==> src/design/pllsw_pkg.sv <==
// package: register map, fields, reset values and carrier types of the switchover block
package pllsw_pkg;

  // register byte offsets
  localparam logic [7:0] PLLSW_CTRL_OFS = 8'h00;
  localparam logic [7:0] PLLSW_STATUS_OFS = 8'h04;

  // control register fields
  localparam int PLLSW_CTRL_MODE_LSB = 0;
  localparam int PLLSW_CTRL_DELAY_EN_BIT = 2;
  localparam int PLLSW_CTRL_DELAY_LSB = 8;
  localparam logic [31:0] PLLSW_CTRL_RESET = 32'h0000_0000;

  // status register fields
  localparam int PLLSW_STAT_PRI_MISS_BIT = 0;
  localparam int PLLSW_STAT_SEC_MISS_BIT = 1;
  localparam int PLLSW_STAT_COND_BIT = 2;
  localparam int PLLSW_STAT_ACTIVE_BIT = 3;
  localparam int PLLSW_STAT_GATED_BIT = 4;
  localparam int PLLSW_STAT_BUSY_BIT = 5;
  localparam int PLLSW_STAT_SELECT_BIT = 6;

  // hold-off counter width and edge-count limits
  localparam int PLLSW_DELAY_W = 5;
  localparam logic [1:0] PLLSW_EDGE_MISS = 2'h3;
  localparam logic [1:0] PLLSW_EDGE_ONE = 2'h1;

  // timing of the bus clock
  localparam int PLLSW_HCLK_PERIOD_NS = 4;
  localparam int PLLSW_SYNC_STAGES = 2;

  // switching modes as written to the control register
  typedef enum logic [1:0] {
    PLLSW_MODE_MANUAL = 2'h0,
    PLLSW_MODE_AUTO = 2'h1,
    PLLSW_MODE_LOCK = 2'h2,
    PLLSW_MODE_RSVD = 2'h3
  } pllsw_mode_t;

  // software control carried as one word
  typedef struct packed {
    pllsw_mode_t mode;
    logic delay_en;
    logic [PLLSW_DELAY_W-1:0] delay_val;
  } pllsw_ctrl_t;

  // status carried to the register file; the flags come from the fabric-facing flops, while gated, busy and select come from the sequencer
  typedef struct packed {
    logic primary_missing;
    logic secondary_missing;
    logic switch_cond;
    logic active;
    logic gated;
    logic busy;
    logic select;
  } pllsw_status_t;

endpackage : pllsw_pkg

==> src/design/pllsw_switchover.sv <==
// module: reference clock switchover with edge sensing, sequencer and ahb-lite registers
`timescale 1ns/1ns

module pllsw_switchover #(
  parameter bit AUTO_CAPABLE = 1'b1
) (
  input wire logic hclk,
  input wire logic hresetn,
  input wire logic clk_en,
  input wire logic hsel,
  input wire logic [31:0] haddr,
  input wire logic [1:0] htrans,
  input wire logic hwrite,
  input wire logic [2:0] hsize,
  input wire logic [31:0] hwdata,
  input wire logic hready,
  output logic hreadyout,
  output logic hresp,
  output logic [31:0] hrdata,
  input wire logic ref_clock_primary,
  input wire logic ref_clock_secondary,
  input wire logic switch_request,
  input wire logic lock_ungated,
  input wire logic lock_gated,
  output logic ref_select,
  output logic ref_gated_off,
  output logic primary_missing_flag,
  output logic secondary_missing_flag,
  output logic switch_condition_flag,
  output logic active_clock
);
  import pllsw_pkg::*;

  localparam int NSYNC = 5;

  typedef enum {
    SW_IDLE,
    SW_HOLD,
    SW_GATE,
    SW_MOVE
  } pllsw_state_t;

  // pin inputs, three flops each; stage one feeds only stage two
  logic [NSYNC-1:0] sync_a;
  logic [NSYNC-1:0] sync_b;
  logic [NSYNC-1:0] sync_prev;
  logic [NSYNC-1:0] pin_in;
  assign pin_in = {lock_gated, lock_ungated, switch_request, ref_clock_secondary,
                   ref_clock_primary};

  genvar gi;
  generate
    for (gi = 0; gi < NSYNC; gi++) begin : g_sync
      // two-stage synchroniser plus a history flop for edges
      always_ff @(posedge hclk or negedge hresetn) begin
        if (!hresetn) begin
          sync_a[gi] <= 1'b0;
          sync_b[gi] <= 1'b0;
          sync_prev[gi] <= 1'b0;
        end else if (clk_en) begin
          sync_a[gi] <= pin_in[gi];
          sync_b[gi] <= sync_a[gi];
          sync_prev[gi] <= sync_b[gi];
        end
      end
    end
  endgenerate

  // rising and falling edges of the synchronised lines
  logic [NSYNC-1:0] rise;
  logic [NSYNC-1:0] fall;
  assign rise = sync_b & ~sync_prev;
  assign fall = ~sync_b & sync_prev;

  logic req_level;
  logic sw_enable;
  assign req_level = sync_b[2];
  assign sw_enable = sync_b[4] & ~sync_b[3];

  logic sw_enable_prev;
  always_ff @(posedge hclk or negedge hresetn) begin
    if (!hresetn) begin
      sw_enable_prev <= 1'b0;
    end else if (clk_en) begin
      sw_enable_prev <= sw_enable;
    end
  end

  // picks one of the two per-reference bits (edges or missing flags) by index
  function automatic logic pick(input logic [1:0] v, input logic idx);
    pick = idx ? v[1] : v[0];
  endfunction : pick

  // control and status storage
  pllsw_ctrl_t ctrl;
  pllsw_mode_t mode_eff;
  assign mode_eff = AUTO_CAPABLE ? ctrl.mode : PLLSW_MODE_MANUAL;

  // edge counters per reference; a lone clock counting to three marks the other dead
  logic [1:0] cnt0;
  logic [1:0] cnt1;
  logic [1:0] next_cnt0;
  logic [1:0] next_cnt1;
  logic miss0;
  logic miss1;
  logic set_miss0;
  logic set_miss1;
  always_comb begin
    next_cnt0 = cnt0 + {1'b0, rise[0]};
    next_cnt1 = cnt1 + {1'b0, rise[1]};
    set_miss0 = 1'b0;
    set_miss1 = 1'b0;
    if (next_cnt0 >= PLLSW_EDGE_ONE && next_cnt1 >= PLLSW_EDGE_ONE) begin
      next_cnt0 = 2'h0;
      next_cnt1 = 2'h0;
    end else if (next_cnt0 == PLLSW_EDGE_MISS) begin
      set_miss1 = 1'b1;
      next_cnt0 = 2'h0;
    end else if (next_cnt1 == PLLSW_EDGE_MISS) begin
      set_miss0 = 1'b1;
      next_cnt1 = 2'h0;
    end
  end

  always_ff @(posedge hclk or negedge hresetn) begin
    if (!hresetn) begin
      cnt0 <= 2'h0;
      cnt1 <= 2'h0;
    end else if (clk_en) begin
      cnt0 <= next_cnt0;
      cnt1 <= next_cnt1;
    end
  end

  // missing flags: set wins over the clear by a returning edge
  always_ff @(posedge hclk or negedge hresetn) begin
    if (!hresetn) begin
      miss0 <= 1'b0;
      miss1 <= 1'b0;
    end else if (clk_en) begin
      if (set_miss0) begin
        miss0 <= 1'b1;
      end else if (rise[0]) begin
        miss0 <= 1'b0;
      end
      if (set_miss1) begin
        miss1 <= 1'b1;
      end else if (rise[1]) begin
        miss1 <= 1'b0;
      end
    end
  end

  // switch triggers per mode
  pllsw_state_t state;
  logic sel;
  logic trigger;
  logic cur_missing;
  assign cur_missing = pick({miss1, miss0}, sel);
  always_comb begin
    case (mode_eff)
      PLLSW_MODE_MANUAL: trigger = req_level != sel;
      // rising edge only; a falling request is ignored here
      PLLSW_MODE_AUTO: trigger = rise[2] | (!sel && miss0);
      PLLSW_MODE_LOCK: trigger = sw_enable & ~sw_enable_prev;
      default: trigger = 1'b0;
    endcase
  end

  // switchover sequencer: hold off, gate, then move on a clean target edge
  logic [PLLSW_DELAY_W-1:0] delay_cnt;
  logic gate;
  logic target_rise;
  assign target_rise = pick(rise[1:0], ~sel);
  always_ff @(posedge hclk or negedge hresetn) begin
    if (!hresetn) begin
      state <= SW_IDLE;
      sel <= 1'b0;
      gate <= 1'b0;
      delay_cnt <= '0;
    end else if (clk_en) begin
      case (state)
        SW_IDLE: begin
          delay_cnt <= '0;
          if (trigger) begin
            state <= (ctrl.delay_en && mode_eff != PLLSW_MODE_MANUAL) ? SW_HOLD : SW_GATE;
          end
        end
        // counted in target edges, so a dead target also stalls here
        SW_HOLD: begin
          if (target_rise) begin
            delay_cnt <= delay_cnt + 1'b1;
            if (delay_cnt == ctrl.delay_val) begin
              state <= SW_GATE;
            end
          end
        end
        // a stopped current clock has no falling edge left to wait for
        SW_GATE: begin
          if (pick(fall[1:0], sel) || cur_missing) begin
            gate <= 1'b1;
            state <= SW_MOVE;
          end
        end
        SW_MOVE: begin
          if (target_rise && !pick({miss1, miss0}, ~sel)) begin
            sel <= ~sel;
            gate <= 1'b0;
            state <= SW_IDLE;
          end
        end
        default: state <= SW_IDLE;
      endcase
    end
  end

  // fabric-facing outputs, all from flops; absent flags held low
  always_ff @(posedge hclk or negedge hresetn) begin
    if (!hresetn) begin
      ref_select <= 1'b0;
      ref_gated_off <= 1'b0;
      primary_missing_flag <= 1'b0;
      secondary_missing_flag <= 1'b0;
      switch_condition_flag <= 1'b0;
      active_clock <= 1'b0;
    end else if (clk_en) begin
      ref_select <= sel;
      ref_gated_off <= gate;
      primary_missing_flag <= AUTO_CAPABLE & miss0;
      secondary_missing_flag <= AUTO_CAPABLE & miss1;
      switch_condition_flag <= AUTO_CAPABLE & (trigger | cur_missing | (state != SW_IDLE));
      active_clock <= AUTO_CAPABLE & sel;
    end
  end

  pllsw_status_t status;
  assign status = '{primary_missing: primary_missing_flag,
                    secondary_missing: secondary_missing_flag,
                    switch_cond: switch_condition_flag,
                    active: active_clock,
                    gated: gate,
                    busy: state != SW_IDLE,
                    select: sel};

  // ahb-lite slave: every transfer gets one wait state, then an okay
  logic pend;
  logic pend_write;
  logic [7:0] pend_addr;
  logic take;
  assign take = hsel && htrans[1] && hready;

  // read mux for a word offset
  function automatic logic [31:0] read_word(input logic [7:0] ofs, input pllsw_ctrl_t c,
                                            input pllsw_status_t s);
    logic [31:0] w;
    w = 32'h0000_0000;
    case (ofs)
      PLLSW_CTRL_OFS: begin
        w[PLLSW_CTRL_MODE_LSB +: 2] = c.mode;
        w[PLLSW_CTRL_DELAY_EN_BIT] = c.delay_en;
        w[PLLSW_CTRL_DELAY_LSB +: PLLSW_DELAY_W] = c.delay_val;
      end
      PLLSW_STATUS_OFS: begin
        w[PLLSW_STAT_PRI_MISS_BIT] = s.primary_missing;
        w[PLLSW_STAT_SEC_MISS_BIT] = s.secondary_missing;
        w[PLLSW_STAT_COND_BIT] = s.switch_cond;
        w[PLLSW_STAT_ACTIVE_BIT] = s.active;
        w[PLLSW_STAT_GATED_BIT] = s.gated;
        w[PLLSW_STAT_BUSY_BIT] = s.busy;
        w[PLLSW_STAT_SELECT_BIT] = s.select;
      end
      default: w = 32'h0000_0000;
    endcase
    read_word = w;
  endfunction : read_word

  // bus handshake and read data
  always_ff @(posedge hclk or negedge hresetn) begin
    if (!hresetn) begin
      pend <= 1'b0;
      pend_write <= 1'b0;
      pend_addr <= 8'h00;
      hreadyout <= 1'b1;
      hresp <= 1'b0;
      hrdata <= 32'h0000_0000;
    end else if (clk_en) begin
      hresp <= 1'b0;
      if (pend) begin
        pend <= 1'b0;
        hreadyout <= 1'b1;
        if (!pend_write) begin
          hrdata <= read_word(pend_addr, ctrl, status);
        end
      end else if (take) begin
        pend <= 1'b1;
        pend_write <= hwrite;
        pend_addr <= {haddr[7:2], 2'b00};
        hreadyout <= 1'b0;
      end
    end
  end

  // control register write, taken in the first data-phase cycle
  always_ff @(posedge hclk or negedge hresetn) begin
    if (!hresetn) begin
      ctrl <= pllsw_ctrl_t'(PLLSW_CTRL_RESET[7:0]);
    end else if (clk_en) begin
      if (pend && pend_write && pend_addr == PLLSW_CTRL_OFS) begin
        ctrl.mode <= pllsw_mode_t'(hwdata[PLLSW_CTRL_MODE_LSB +: 2]);
        ctrl.delay_en <= hwdata[PLLSW_CTRL_DELAY_EN_BIT];
        ctrl.delay_val <= hwdata[PLLSW_CTRL_DELAY_LSB +: PLLSW_DELAY_W];
      end
    end
  end

endmodule : pllsw_switchover

==> config.mk <==
export PLATFORM = sky130hd
export DESIGN_NAME = pllsw_switchover
export DESIGN_NICKNAME = d
export VERILOG_FILES = /design/src/design/pllsw_pkg.sv /design/src/design/pllsw_switchover.sv
export SDC_FILE = /design/constraint.sdc
export NUM_CORES = 1
export LEC_CHECK = 0
export BUFFER_PORTS_ARGS = -buffer_cell sky130_fd_sc_hd__buf_2
export CAP_MARGIN = 20
export CELL_PAD_IN_SITES_DETAIL_PLACEMENT = 0
export CELL_PAD_IN_SITES_GLOBAL_PLACEMENT = 1
export CORE_AREA = 2 2 104 81
export CTS_BUF_LIST = sky130_fd_sc_hd__clkbuf_8
export DETAILED_ROUTE_END_ITERATION = 6
export DIE_AREA = 0 0 106 83
export PLACE_DENSITY = 0.83
export SLEW_MARGIN = 20
export SYNTH_ARGS = -nofsm -noshare
export SYNTH_HDL_FRONTEND = slang
export SYNTH_SLANG_ARGS = --single-unit
==> constraint.sdc <==
create_clock -name hclk -period 3.7 [get_ports hclk]
set_clock_uncertainty 0.1 [all_clocks]
set_input_delay 0.74 -clock hclk [delete_from_list [all_inputs] [get_ports hclk]]
set_output_delay 0.74 -clock hclk [all_outputs]
set_load 0.01 [all_outputs]
==> results_dict.tcl <==
set metrics [dict create \
    status "finished clean" \
    max_cap_violations 0 \
    async_reset_ff_frac 1.00 \
    slowest_stage "or4_4" \
    drt_iter0_markers 104 \
    hold_path.class "in -> async" \
    crit_type "reg -> reg" \
    yosys.area.top_type_share 0.503 \
    synth.cell_area_um2 3080 \
    dieArea_um2 8800 \
    htree_num_levels 3 \
    antenna_found_initial 0 \
    drc 0 \
    cpLargestDelayFamily "simple AND/OR/NAND/NOR gates" \
    grt_max_degree 50 \
    synth_cells 279 \
    cts.clk_slew.worst_paths_ps 70 \
    cpPeakStageDelay_ps 570 \
    whs_ps 298 \
    worst-path-buf-inv 0 \
    wl_per_cell_um 13.4 \
    synth_edf_count 0 \
    p_leak_nw 1.75 \
    fin_crit_sh 0.656 \
    cp-start-kind "flip-flop" \
    place_hpwl_um 4290 \
    cts_tree "done" \
    p_per_area_nw_per_um2 607 \
    antenna_cells 0 \
    slew_headroom 0.547 \
    crit_fanout 9 \
    finalSetupTns_ps 0 \
    root_buffer "clkbuf_8" \
    dr_total_vias 2094 \
    fin_ws_ps 1270 \
    max_freq_mhz 412 \
    tightest_slew_ps 675 \
    yosysMostFrequentCell "dfrtp_1" \
    row_count 28 \
    setup_viol 0 \
    first_pass_iters 4 \
    arrival_ps 2560 \
    hold_buffers 0 \
    insertion_delay_ps 350 \
    die_w_um 106 \
    r2r_start "pend_addr[5]" \
    synthDistinctLibCells 44 \
    slew_violations 0 \
    r2r_setup_slack_ps 1270 \
    initial_utilization 0.398 \
    utilization 0.457 \
    n_fill_cell 746 \
    endpoint "ctrl[4]" \
    synth_common_cells "dfrtp_1 (62), nand2_1 (34), mux2_2 (26), buf_4 (23), o21ai_0 (16)" \
    track_usage 0.146 \
    wl_um 5850 \
    cp-end-kind "flip-flop" \
    port_buffers 44 \
    drtAntennaViolNets 0 \
    worst_setup_path_startpoint "pend_addr[5]" \
    avgSynthCellArea_um2 11.1 \
    core_um2 7740 \
    rsz0062_at_grt "false" \
    finalHoldViolCount 0 \
    grt_pass1_vias 1955 \
    synth_area_leader_cell "dfrtp_1" \
    synth-seq-cells 63 \
    path_depth 4 \
    total_power_mw 2.15 \
    viasPerCell 4.80 \
    postCtsSetupRepairBufs 0 \
    cp.required_ps 3830 \
    areaGrowthSynthToFinish_pct 14.7 \
    cts_resized 0 \
    cts_buffer_depth 2 \
    cts.sinks 63 \
    final_nets 413 \
    path_cells "or4_4 > nor3_4 > and4_1 > mux2_1" \
    die_h_um 83 \
    synth-seq-area-share 0.512 \
    gr-total-overflow 0 \
    grt_pass1_wl_um 9870 \
    cts_buffers 9 \
    reg2regPathDepth 4 \
    ios 120 \
    fin_crit_ps 2430 \
    drive_above_1_share 0.287 \
    peakVddDrop_uv 259 \
    crit-reg2reg-capture "ctrl[4]" \
    yosys_warnings 0 \
    gp_congestion 0.796 \
    synth_flop_cell "dfrtp_1" \
    post-place-ws_ps 1290 \
    yosys-top-cells-area "dfrtp_1 (50%), mux2_2 (9.5%), buf_4 (5.6%)" \
]
==> metrics by stage <==
step,area [um^2],std cells
after detailed placement,3330,420
after floorplan,3160,299
after global routing,3540,436
after CTS,3530,436
after global placement,3330,420
final,3540,436
==> layer usage <==
| metal | GRT usage | share of wire | vias to the layer above |
|---|---|---|---|
| li1 | - | - | 1021 |
| met3 | 0.0542 | 0.053 | 12 |
| met1 | 0.206 | 0.49 | 1012 |
| met4 | 0.0478 | 0.017 | 0 |
| met5 | 0 | 0 | - |
| met2 | 0.206 | 0.44 | 49 |
==> sequential cells by signal, summed over array words and instances, names as in the netlist, 2 cells and up <==
signal,cells
hrdata,12
ctrl,6
pend_addr,6
delay_cnt,5
sync_a,5
sync_b,4
sync_prev,3
cnt0,2
cnt1,2
mode_eff,2
state,2
==> kinds of logic after synthesis <==
family | count (synthesis) | share of synthesized area
and+or+nand+nor | 77 | 0.127
xor gates and xnor gates | 9 | 0.0256
DFF | 63 | 0.512
other | 1 | 0.00122
adders and majority gates | 7 | 0.0284
AOI/OAI and AO/OA | 39 | 0.0864
buffers and inverters | 45 | 0.0832
muxes | 38 | 0.137
==> layout by cell type, fill, tap and decap left out, drive strengths merged, types with 7 or more instances in the layout <==
master  instances
buf            47
clkbuf         10
nand3          12
nor2            9
inv            16
nand2          34
conb           21
mux2           33
o21ai          16
ha              7
dfrtp          62
==> worst min path at each step <==
stage               start      endpoint  slack (ps)
6_report          hresetn       ctrl[4]         300
5_1_grt           hresetn    hrdata[12]         340
2_1_floorplan     hresetn  active_clock         340
3_5_place_dp   hrdata[12]    hrdata[12]         350
3_3_place_gp   hrdata[12]    hrdata[12]         350
4_1_cts        hrdata[12]    hrdata[12]         370
==> power breakdown <==
part           internal (mW)  total, mW  switching, mW  leakage [nW]
Clock                  0.332      0.616          0.284        0.0993
Sequential             0.825      0.962          0.137         0.801
Combinational          0.265      0.569          0.304         0.849
==> cell type report <==
class                           count  area [um^2]  share of cell area
Clock inverter                      6         67.6              0.0191
Timing Repair Buffer               47          245              0.0694
Inverter                           14         52.6              0.0149
Tap cell                          105          131              0.0372
Multi-Input combinational cell    191         1320               0.374
Sequential cell                    63         1580               0.446
Clock buffer                       10          138              0.0389
Power figures use the tool's default switching activity.
